[config.mk]
export PLATFORM = sky130hd
export DESIGN_NAME = ps2_channel_control_status
export DESIGN_NICKNAME = d
export VERILOG_FILES = /design/src/shared/ps2_chan_pkg.sv /design/src/rtl/ps2_channel_control_status.sv
export SDC_FILE = /design/constraint.sdc
export NUM_CORES = 1
export LEC_CHECK = 0
export ABC_AREA = 1
export BUFFER_PORTS_ARGS = -buffer_cell sky130_fd_sc_hd__buf_2
export CAP_MARGIN = 15
export CORE_ASPECT_RATIO = 1.4
export CORE_UTILIZATION = 35
export DETAILED_ROUTE_END_ITERATION = 10
export PLACE_DENSITY_LB_ADDON = 0.08
export SLEW_MARGIN = 20
export SYNTH_ARGS = -nofsm -noshare
export SYNTH_HDL_FRONTEND = slang
export SYNTH_SLANG_ARGS = --single-unit
[constraint.sdc]
create_clock -name clk -period 3.44 [get_ports clk]
set_input_delay 0.344 -clock clk [delete_from_list [all_inputs] [get_ports clk]]
set_output_delay 0.344 -clock clk [all_outputs]
set_load 0.05 [all_outputs]
[src/shared/ps2_chan_pkg.sv]
// Constants, register map and state type for the PS/2 channel controller
package ps2_chan_pkg;
   // Register byte addresses
   localparam logic [7:0] ADDR_CONTROL = 8'h00;
   localparam logic [7:0] ADDR_STATUS = 8'h08;
   localparam logic [7:0] ADDR_DATA = 8'h0C;
   localparam logic [7:0] ADDR_INT_STATUS = 8'h10;
   localparam logic [7:0] ADDR_INT_ENABLE = 8'h14;
   localparam logic [7:0] ADDR_INT_CLEAR = 8'h18;
   // Control fields
   localparam int CTRL_DIR = 0;
   localparam int CTRL_EN = 1;
   localparam int CTRL_PAR_LO = 2;
   localparam int CTRL_STOP_LO = 4;
   localparam int CTRL_W = 6;
   // Status fields
   localparam int ST_RX_READY = 0;
   localparam int ST_RX_TO = 1;
   localparam int ST_PAR_ERR = 2;
   localparam int ST_FRM_ERR = 3;
   localparam int ST_TX_IDLE = 4;
   localparam int ST_TX_TO = 5;
   localparam int ST_RX_IDLE = 6;
   localparam int ST_START_TO = 7;
   // Interrupt status / enable / clear fields
   localparam int INT_TX_IDLE = 0;
   localparam int INT_RX_TO = 1;
   localparam int INT_RX_READY = 2;
   localparam int INT_TX_TO = 3;
   localparam int INT_W = 4;
   // Expected stop level and parity selections
   localparam logic [1:0] STOP_HIGH = 2'h0;
   localparam logic [1:0] STOP_LOW = 2'h1;
   localparam logic [1:0] PAR_ODD = 2'h0;
   localparam logic [1:0] PAR_EVEN = 2'h1;
   // Falling-edge counts within a frame
   localparam logic [3:0] EDGE_FIRST = 4'h1;
   localparam logic [3:0] EDGE_PARITY = 4'hA;
   localparam logic [3:0] EDGE_STOP = 4'hB;
   localparam logic [7:0] RX_DATA_INIT = 8'hFF;
   // Timing
   localparam int CLK_MHZ = 20;
   localparam int BIT_TIME_US = 300;
   localparam int START_TIMEOUT_US = 25000;
   localparam int FRAME_TIME_US = 2000;
   localparam int TIMER_W = 20;
   typedef enum logic [2:0] {
      ST_IDLE = 3'h0,
      ST_RX = 3'h1,
      ST_TX_START = 3'h2,
      ST_TX = 3'h3,
      ST_HOLD = 3'h4
   } state_type;
endpackage

[src/rtl/ps2_channel_control_status.sv]
// PS/2 channel: control, status, bit sequencing, timeouts and interrupt
module ps2_channel_control_status #(
   parameter int BIT_CYC = ps2_chan_pkg::BIT_TIME_US * ps2_chan_pkg::CLK_MHZ,
   parameter int START_CYC = ps2_chan_pkg::START_TIMEOUT_US * ps2_chan_pkg::CLK_MHZ,
   parameter int FRAME_CYC = ps2_chan_pkg::FRAME_TIME_US * ps2_chan_pkg::CLK_MHZ
) (
   input wire logic clk,
   input wire logic reset_n,
   input wire logic [7:0] addr,
   input wire logic [31:0] wrData,
   input wire logic wrEn,
   input wire logic rdEn,
   output logic [31:0] rdData,
   output logic irq,
   input wire logic kbdClockLineIn,
   output logic kbdClockLineOut,
   output logic kbdClockLineOe,
   input wire logic kbdDataLineIn,
   output logic kbdDataLineOut,
   output logic kbdDataLineOe
);
   localparam int TW = ps2_chan_pkg::TIMER_W;
   localparam logic [TW-1:0] BIT_LIM = BIT_CYC[TW-1:0];
   localparam logic [TW-1:0] START_LIM = START_CYC[TW-1:0];
   localparam logic [TW-1:0] FRAME_LIM = FRAME_CYC[TW-1:0];

   ps2_chan_pkg::state_type state_r, stateNxt;
   logic [1:0] stopSel_r, paritySel_r;
   logic enable_r, direction_r, enableD_r, directionD_r;
   logic [1:0] clkSync_r, datSync_r;
   logic clkPrev_r, clkFall, datIn;
   logic [3:0] bitCnt_r, cntNxt;
   logic [9:0] shift_r, shiftNxt;
   logic [TW-1:0] timer_r, frame_r;
   logic readSeen_r;
   logic rxReady_r, txIdle_r, txTo_r, startTo_r, rxTo_r, frmErr_r, parErr_r, rxIdle_r;
   logic [7:0] rxData_r;
   logic [ps2_chan_pkg::INT_W-1:0] intStatus_r, intEnable_r, evPrev_r, evNow;
   logic [31:0] rdData_r, rdMux;
   logic irq_r, clkOe_r, datOe_r, lineLevel_r;
   logic evRxDone, evRxSave, evParErr, evFrmErr, evRxTo, evTxTo, evStartTo, evTxDone;
   logic txStart, wrCtrl, wrStat, rdStat, rdBuf;

   // Odd parity means the data plus parity bit hold an odd count of ones
   function automatic logic parity_ok(input logic [1:0] sel, input logic ones);
      case (sel)
         ps2_chan_pkg::PAR_ODD: parity_ok = ones;
         ps2_chan_pkg::PAR_EVEN: parity_ok = !ones;
         default: parity_ok = 1'b1;
      endcase
   endfunction

   function automatic logic stop_ok(input logic [1:0] sel, input logic lvl);
      case (sel)
         ps2_chan_pkg::STOP_HIGH: stop_ok = lvl;
         ps2_chan_pkg::STOP_LOW: stop_ok = !lvl;
         default: stop_ok = 1'b1;
      endcase
   endfunction

   assign wrCtrl = wrEn && (addr == ps2_chan_pkg::ADDR_CONTROL);
   assign wrStat = wrEn && (addr == ps2_chan_pkg::ADDR_STATUS);
   assign rdStat = rdEn && (addr == ps2_chan_pkg::ADDR_STATUS);
   assign rdBuf = rdEn && (addr == ps2_chan_pkg::ADDR_DATA);
   // Not started while a received byte waits to be read
   assign txStart = wrEn && (addr == ps2_chan_pkg::ADDR_DATA) && enable_r && direction_r
      && (state_r == ps2_chan_pkg::ST_IDLE) && !rxReady_r;
   assign clkFall = clkPrev_r && !clkSync_r[1];
   assign datIn = datSync_r[1];

   // Pins come from another domain: two stages before any logic
   always_ff @(posedge clk or negedge reset_n) begin
      if (!reset_n) begin
         clkSync_r <= 2'h3;
         datSync_r <= 2'h3;
         clkPrev_r <= 1'b1;
      end else begin
         clkSync_r <= {clkSync_r[0], kbdClockLineIn};
         datSync_r <= {datSync_r[0], kbdDataLineIn};
         clkPrev_r <= clkSync_r[1];
      end
   end

   // Control register; hardware clears direction at the end of a transmission
   always_ff @(posedge clk or negedge reset_n) begin
      if (!reset_n) begin
         stopSel_r <= 2'h0;
         paritySel_r <= 2'h0;
         enable_r <= 1'b0;
         direction_r <= 1'b0;
      end else begin
         if (wrCtrl) begin
            stopSel_r <= wrData[ps2_chan_pkg::CTRL_STOP_LO +: 2];
            paritySel_r <= wrData[ps2_chan_pkg::CTRL_PAR_LO +: 2];
            enable_r <= wrData[ps2_chan_pkg::CTRL_EN];
            direction_r <= wrData[ps2_chan_pkg::CTRL_DIR];
         end
         if (evTxDone || evTxTo || txTo_r) begin
            direction_r <= 1'b0;
         end
      end
   end

   always_comb begin
      stateNxt = state_r;
      cntNxt = bitCnt_r;
      shiftNxt = shift_r;
      evRxDone = 1'b0;
      evRxSave = 1'b0;
      evParErr = 1'b0;
      evFrmErr = 1'b0;
      evRxTo = 1'b0;
      evTxTo = 1'b0;
      evStartTo = 1'b0;
      evTxDone = 1'b0;
      if (!enable_r) begin
         stateNxt = ps2_chan_pkg::ST_IDLE;
         evRxSave = (state_r == ps2_chan_pkg::ST_RX) && (bitCnt_r >= ps2_chan_pkg::EDGE_PARITY);
      end else begin
         case (state_r)
            ps2_chan_pkg::ST_IDLE: begin
               if (txStart) begin
                  stateNxt = ps2_chan_pkg::ST_TX_START;
                  cntNxt = 4'h0;
                  shiftNxt = {1'b1, parity_ok(paritySel_r, ^wrData[7:0]) ^ 1'b1, wrData[7:0]};
               end else if (!direction_r && !rxReady_r && clkFall) begin
                  stateNxt = ps2_chan_pkg::ST_RX;
                  cntNxt = ps2_chan_pkg::EDGE_FIRST;
                  shiftNxt = {datIn, shift_r[9:1]};
               end
            end
            ps2_chan_pkg::ST_RX: begin
               if (direction_r) begin
                  stateNxt = ps2_chan_pkg::ST_IDLE;
                  evRxSave = bitCnt_r >= ps2_chan_pkg::EDGE_PARITY;
               end else if (clkFall) begin
                  cntNxt = bitCnt_r + 4'h1;
                  shiftNxt = {datIn, shift_r[9:1]};
                  if (cntNxt == ps2_chan_pkg::EDGE_PARITY &&
                      !parity_ok(paritySel_r, ^{datIn, shift_r[9:2]})) begin
                     evParErr = 1'b1;
                     evRxTo = 1'b1;
                     stateNxt = ps2_chan_pkg::ST_HOLD;
                  end else if (cntNxt == ps2_chan_pkg::EDGE_STOP) begin
                     if (!stop_ok(stopSel_r, datIn)) begin
                        evFrmErr = 1'b1;
                        evRxTo = 1'b1;
                        stateNxt = ps2_chan_pkg::ST_HOLD;
                     end else begin
                        evRxDone = 1'b1;
                        stateNxt = ps2_chan_pkg::ST_IDLE;
                     end
                  end
               end else if (timer_r >= BIT_LIM || frame_r >= FRAME_LIM) begin
                  evRxTo = 1'b1;
                  stateNxt = ps2_chan_pkg::ST_HOLD;
               end
            end
            ps2_chan_pkg::ST_TX_START: begin
               if (!direction_r) begin
                  stateNxt = ps2_chan_pkg::ST_IDLE;
               end else if (clkFall) begin
                  stateNxt = ps2_chan_pkg::ST_TX;
                  cntNxt = ps2_chan_pkg::EDGE_FIRST;
               end else if (timer_r >= START_LIM) begin
                  evStartTo = 1'b1;
                  evTxTo = 1'b1;
                  stateNxt = ps2_chan_pkg::ST_HOLD;
               end
            end
            ps2_chan_pkg::ST_TX: begin
               if (!direction_r) begin
                  stateNxt = ps2_chan_pkg::ST_IDLE;
               end else if (clkFall) begin
                  cntNxt = bitCnt_r + 4'h1;
                  shiftNxt = {1'b1, shift_r[9:1]};
                  if (cntNxt == ps2_chan_pkg::EDGE_STOP) begin
                     evTxDone = 1'b1;
                     stateNxt = ps2_chan_pkg::ST_IDLE;
                  end
               end else if (timer_r >= BIT_LIM || frame_r >= FRAME_LIM) begin
                  evTxTo = 1'b1;
                  stateNxt = ps2_chan_pkg::ST_HOLD;
               end
            end
            ps2_chan_pkg::ST_HOLD: begin
               if (timer_r >= BIT_LIM && readSeen_r) begin
                  stateNxt = ps2_chan_pkg::ST_IDLE;
               end
            end
            default: stateNxt = ps2_chan_pkg::ST_IDLE;
         endcase
      end
   end

   // Sequencer and timers; the bit timer restarts on every falling edge
   always_ff @(posedge clk or negedge reset_n) begin
      if (!reset_n) begin
         state_r <= ps2_chan_pkg::ST_IDLE;
         bitCnt_r <= 4'h0;
         shift_r <= 10'h3FF;
         timer_r <= '0;
         frame_r <= '0;
         readSeen_r <= 1'b0;
      end else begin
         state_r <= stateNxt;
         bitCnt_r <= cntNxt;
         shift_r <= shiftNxt;
         if (clkFall || stateNxt != state_r) begin
            timer_r <= '0;
         end else if (timer_r < START_LIM) begin
            timer_r <= timer_r + 1'b1;
         end
         // Frame time runs from the start bit until the parity bit
         if (stateNxt != state_r) begin
            frame_r <= '0;
         end else if (bitCnt_r < ps2_chan_pkg::EDGE_PARITY && frame_r < FRAME_LIM) begin
            frame_r <= frame_r + 1'b1;
         end
         readSeen_r <= (state_r == ps2_chan_pkg::ST_HOLD) && (readSeen_r || rdStat);
      end
   end

   // Receive buffer and ready flag; a new byte wins over a same-cycle read
   always_ff @(posedge clk or negedge reset_n) begin
      if (!reset_n) begin
         rxReady_r <= 1'b0;
         rxData_r <= ps2_chan_pkg::RX_DATA_INIT;
      end else begin
         if (evRxDone || evRxSave) begin
            rxReady_r <= 1'b1;
            rxData_r <= shift_r[8:1];
         end else if (rdBuf || evRxTo) begin
            rxReady_r <= rdBuf ? 1'b0 : rxReady_r;
            rxData_r <= ps2_chan_pkg::RX_DATA_INIT;
         end
      end
   end

   // Status flags; for write-to-clear flags a same-cycle event wins
   always_ff @(posedge clk or negedge reset_n) begin
      if (!reset_n) begin
         txIdle_r <= 1'b0;
         txTo_r <= 1'b0;
         startTo_r <= 1'b0;
         rxTo_r <= 1'b0;
         frmErr_r <= 1'b0;
         parErr_r <= 1'b0;
         rxIdle_r <= 1'b0;
         enableD_r <= 1'b0;
         directionD_r <= 1'b0;
      end else begin
         enableD_r <= enable_r;
         directionD_r <= direction_r;
         if (evTxDone || evTxTo || (directionD_r && !direction_r) || (enableD_r && !enable_r)) begin
            txIdle_r <= 1'b1;
         end else if (txStart) begin
            txIdle_r <= 1'b0;
         end
         txTo_r <= evTxTo || (txTo_r && !(wrStat && wrData[ps2_chan_pkg::ST_TX_TO]));
         startTo_r <= evStartTo || (startTo_r && !(wrStat && wrData[ps2_chan_pkg::ST_START_TO]));
         rxTo_r <= evRxTo || (rxTo_r && !(wrStat && wrData[ps2_chan_pkg::ST_RX_TO]));
         frmErr_r <= evFrmErr || (frmErr_r && !(wrStat && wrData[ps2_chan_pkg::ST_FRM_ERR]));
         parErr_r <= evParErr || (parErr_r && !(wrStat && wrData[ps2_chan_pkg::ST_PAR_ERR]));
         rxIdle_r <= (state_r != ps2_chan_pkg::ST_RX);
      end
   end

   // Rising edges of the tx-timeout, rx-ready, rx-timeout and tx-idle status flags feed the interrupt
   assign evNow = {txTo_r, rxReady_r, rxTo_r, txIdle_r};

   always_ff @(posedge clk or negedge reset_n) begin
      if (!reset_n) begin
         evPrev_r <= '0;
         intStatus_r <= '0;
         intEnable_r <= '0;
         irq_r <= 1'b0;
      end else begin
         evPrev_r <= evNow;
         if (wrEn && addr == ps2_chan_pkg::ADDR_INT_ENABLE) begin
            intEnable_r <= wrData[ps2_chan_pkg::INT_W-1:0];
         end
         if (wrEn && addr == ps2_chan_pkg::ADDR_INT_CLEAR) begin
            intStatus_r <= (intStatus_r & ~wrData[ps2_chan_pkg::INT_W-1:0]) | (evNow & ~evPrev_r);
         end else begin
            intStatus_r <= intStatus_r | (evNow & ~evPrev_r);
         end
         irq_r <= |(intStatus_r & intEnable_r);
      end
   end

   always_comb begin
      rdMux = 32'h0000_0000;
      case (addr)
         ps2_chan_pkg::ADDR_CONTROL: rdMux[ps2_chan_pkg::CTRL_W-1:0] =
            {stopSel_r, paritySel_r, enable_r, direction_r};
         ps2_chan_pkg::ADDR_STATUS: rdMux[7:0] =
            {startTo_r, rxIdle_r, txTo_r, txIdle_r, frmErr_r, parErr_r, rxTo_r, rxReady_r};
         ps2_chan_pkg::ADDR_DATA: rdMux[7:0] = rxData_r;
         ps2_chan_pkg::ADDR_INT_STATUS: rdMux[ps2_chan_pkg::INT_W-1:0] = intStatus_r;
         ps2_chan_pkg::ADDR_INT_ENABLE: rdMux[ps2_chan_pkg::INT_W-1:0] = intEnable_r;
         default: rdMux = 32'h0000_0000;
      endcase
   end

   // Pin drive registered; one cycle of lag is far below a PS/2 bit time
   always_ff @(posedge clk or negedge reset_n) begin
      if (!reset_n) begin
         rdData_r <= 32'h0000_0000;
         clkOe_r <= 1'b1;
         datOe_r <= 1'b0;
         lineLevel_r <= 1'b0;
      end else begin
         rdData_r <= rdEn ? rdMux : 32'h0000_0000;
         clkOe_r <= !enable_r || (state_r == ps2_chan_pkg::ST_HOLD) ||
            (state_r == ps2_chan_pkg::ST_IDLE && (direction_r || rxReady_r));
         datOe_r <= enable_r && ((state_r == ps2_chan_pkg::ST_TX_START) ||
            (state_r == ps2_chan_pkg::ST_TX && !shift_r[0]));
         lineLevel_r <= 1'b0;
      end
   end

   assign rdData = rdData_r;
   assign irq = irq_r;
   assign kbdClockLineOut = lineLevel_r;
   assign kbdClockLineOe = clkOe_r;
   assign kbdDataLineOut = lineLevel_r;
   assign kbdDataLineOe = datOe_r;
endmodule

==> summary.md <==
| Metric | Value |
|---|---|
| CTS Buf Count | 9 |
| Flops & latches, synth | 110 |
| Failing checks | hold timing |
| Routed via count | approximately 5000 |
| CTS root buf | clkbuf_16 |
| Row count | 57 |
| First-pass GRT wire length | ~25000 um |
| Reg2reg start | bitCnt_r[1] |
| Worst vdd ir | a little under 0.3 mV |
| Mux contribution to synthesized area | 0% |
| # DRC | 0 |
| Slew margin rel. | 55.1% |
| Unrepaired setup endpoints after global routing | false |
| Dpl cells | slightly above 1000 |
| Clock Sinks | 110 |
| Final setup viols | 0 |
| Synth warn | 0 |
| Synth Area per Inst | approximately 8.1 um^2 |
| Placed Area | between 6000 and 7000 um^2 |
| Placed wire-length estimate | between 10000 and 15000 um |
| Crit path capture type | flip-flop |
| Leak | 0.00323 uW |
| Tcrit/Tclk final | a little over four fifths |
| Seq/Total Area, Yosys | 44.8% |
| Pwr/cell area | 560 nW/um^2 |
| Nets | 850 |
| Top FF cell, synth | dfrtp_1 |
| Die span in y | ~160 um |
| Tmin final | 2900 ps |
| Avg WL per Cell | about 14 um |
| Initial core utilization | between 30% and 40% |
| Gpl congestion | 0.819 |
| R2r endpoint | timer_r[13] |
| Final Core Density | about two fifths |
| Critical path class | flip-flop to flip-flop |
| Grt ovf | 0 |
| Hold WC Path Type | input port to async pin |
| Die width | roughly 110 um |
| Initial antenna violation count | 0 |
| Crit start category | flip-flop |
| Adder-Cell Fraction of Synth Area | around 1.6% |
| Fmax | 344 MHz |
| Ports | 83 |
| Diodes inserted | 0 |
| Hold-fix buffers at CTS | 0 |
| Synth cell types | 43 |
| Synth async-reset ratio | 100% |
| Vias in the first global route | ~4900 |
| DRT antenna net count | 0 |
| Post-DR vias/cell | ~4.8 |
| CP endpoint | timer_r[13] |
| Synth Area in XOR/XNOR | between 6 and 7% |
| Synthesized cell area | a little over 6000 um^2 |
| Post-CTS sizing | 0 |
| CP Launch Point | bitCnt_r[1] |
| H-tree Lvls | 3 |
| DRT Pass-1 Iters | 4 |
| Gate count of the mapped netlist | 763 |
| Compound-Gate Fraction of Synth Area | under 10% |
| Worst-Margin Slew | roughly 670 ps |
| Clock tree from TritonCTS | done |
| Outcome | finished, violations left |
| Post-synth EDFFs | 0 |
| Synth Area in Simple Gates | 26.5% |
| Worst hold slack | -5.06 ps |
| Cell Count, Final, Fillers Out | ~1000 |
| Routed WL | ~15000 um |
| Critical path arrival | approximately 3200 ps |
| Fin Setup TNS | 0 ps |
| Crit path max fanout | 27 |
| Initial DRC count | 230 |
| Area grow syn2layout | 10.0% |
| GRT Total Usage | about 18% |
| Setup repair bufs after CTS | 0 |
| Worst endpoint required time | between 3000 and 4000 ps |
| R2R setup slack | approximately 540 ps |
| Cell depth of the worst flop-to-flop path | 14 |
| Largest family of logic cells by synthesized area | simple AND/OR/NAND/NOR gates |
| Share of layout cells above drive strength 1 | 14.2% |
| Die area | between 15000 and 20000 um^2 |
| Final instance area | between 6000 and 7000 um^2 |
| Clk buf depth | 2 |
| Final max-slew violation count | 0 |
| Max_cap viols | 0 |
| Worst-path clk slew | 80 ps |
| Skew final | ~8.3 ps |
| Pin count of the biggest net entering global routing | 62 |
| Clk Latency, worst-skew pair | approximately 370 ps |
| IO Port Bufs | 32 |
| Core ar. | between 15000 and 20000 um^2 |
| Fill count | around 1900 |
| Hold violation count in the final report | 1 |
## registers in the layout, indices dropped and copies added (netlist names), 3 cells and up
signal       count
bitCnt_r         4
evPrev_r         4
rxData_r         8
intStatus_r      4
shift_r         10
frame_r         20
rdData           8
timer_r         20
state_r          3
intEnable_r      4
## worst max-delay path: stages (launching register included)
cell     delay [ps]
dfrtp_1         470
ha_1            230
xnor2_1         290
nand2_1          90
nor2_1          150
nand4_1         170
nand2_1          90
nand2_1          50
nand2_1          70
nand2_1          70
nand3_1          80
nand2_1         140
nor2_8          330
nand3_4         400
nor2_2          190
## where the power goes
group	total, uW	internal, uW	switching (uW)
Sequential	1680	1530	150
Combinational	1040	312	730
Clock	1100	526	574
## cells in the final DEF (no fill, tap or decap), types with 21 or more instances in the layout
master     n
dfrtp_1   86
nand4_1   37
conb_1    26
xor2_1    34
nand3_1   36
nor2_1    68
nor2_2    21
dfstp_2   24
buf_2     31
o21ai_0   54
a21oi_1   21
inv_1    105
nand2_1  149
## logic make-up after synthesis
logic type | after synthesis
buf+inv | 148
simple gates | 347
compound gates | 104
other cells | 1
xor+xnor | 45
fa+ha+maj | 8
flops | 110
## synthesized netlist by cell type (4+ instances only)
cell type	count	share of area, %
a21oi_1	21	1.7
buf_2	4	0.32
nor3_1	11	0.89
xor2_1	34	4.8
nor2_2	21	2.1
nor4_1	6	0.60
buf_6	4	0.72
nand4_1	37	3.7
buf_4	28	3.4
clkbuf_1	5	0.30
o22ai_1	6	0.60
dfrtp_1	86	35
ha_1	8	1.6
o21a_1	5	0.60
dfstp_2	24	10
a211oi_1	4	0.48
nand2_1	149	9.0
nor2_1	68	4.1
o31ai_1	5	0.60
inv_1	105	6.3
xnor2_1	11	1.6
nand3_1	36	2.9
o21ai_0	54	4.3
o211ai_1	4	0.48
nor2_4	4	0.72
## layer usage
metal | vias to the layer above | global-route usage (%) | wire length [um]
met5 | - | 0 | 0
li1 | 2493 | - | -
met2 | 71 | 31.4 | 8000
met4 | 0 | 6.55 | 334
met1 | 2408 | 21.4 | 6340
met3 | 18 | 2.96 | 355
## through the flow
step                      power [uW]  setup WS (ps)
after floorplan                 2560           1280
after global placement          2740            565
after detailed placement        2760            530
after CTS                       3880            522
after global routing            4080            156
final                           3830            537
## how the worst min path moves through the flow
stage | from | to
6_report | reset_n | timer_r[10]
5_1_grt | reset_n | timer_r[10]
4_1_cts | reset_n | timer_r[10]
3_5_place_dp | datSync_r[0] | datSync_r[1]
3_3_place_gp | clkSync_r[0] | clkSync_r[1]
2_1_floorplan | reset_n | bitCnt_r[0]
## layout make-up
| class | count | area, um^2 | share of cell area (%) |
|---|---|---|---|
| repair buffers | 38 | 220 | 3.22 |
| well taps | 236 | 295 | 4.32 |
| multi-input cells | 530 | 2830 | 41.4 |
| flip-flops and latches | 110 | 2780 | 40.7 |
| clock buffers | 9 | 225 | 3.29 |
| clock inverters | 7 | 81.3 | 1.19 |
| inverters | 107 | 402 | 5.87 |
(Power assumes the default switching activity.)
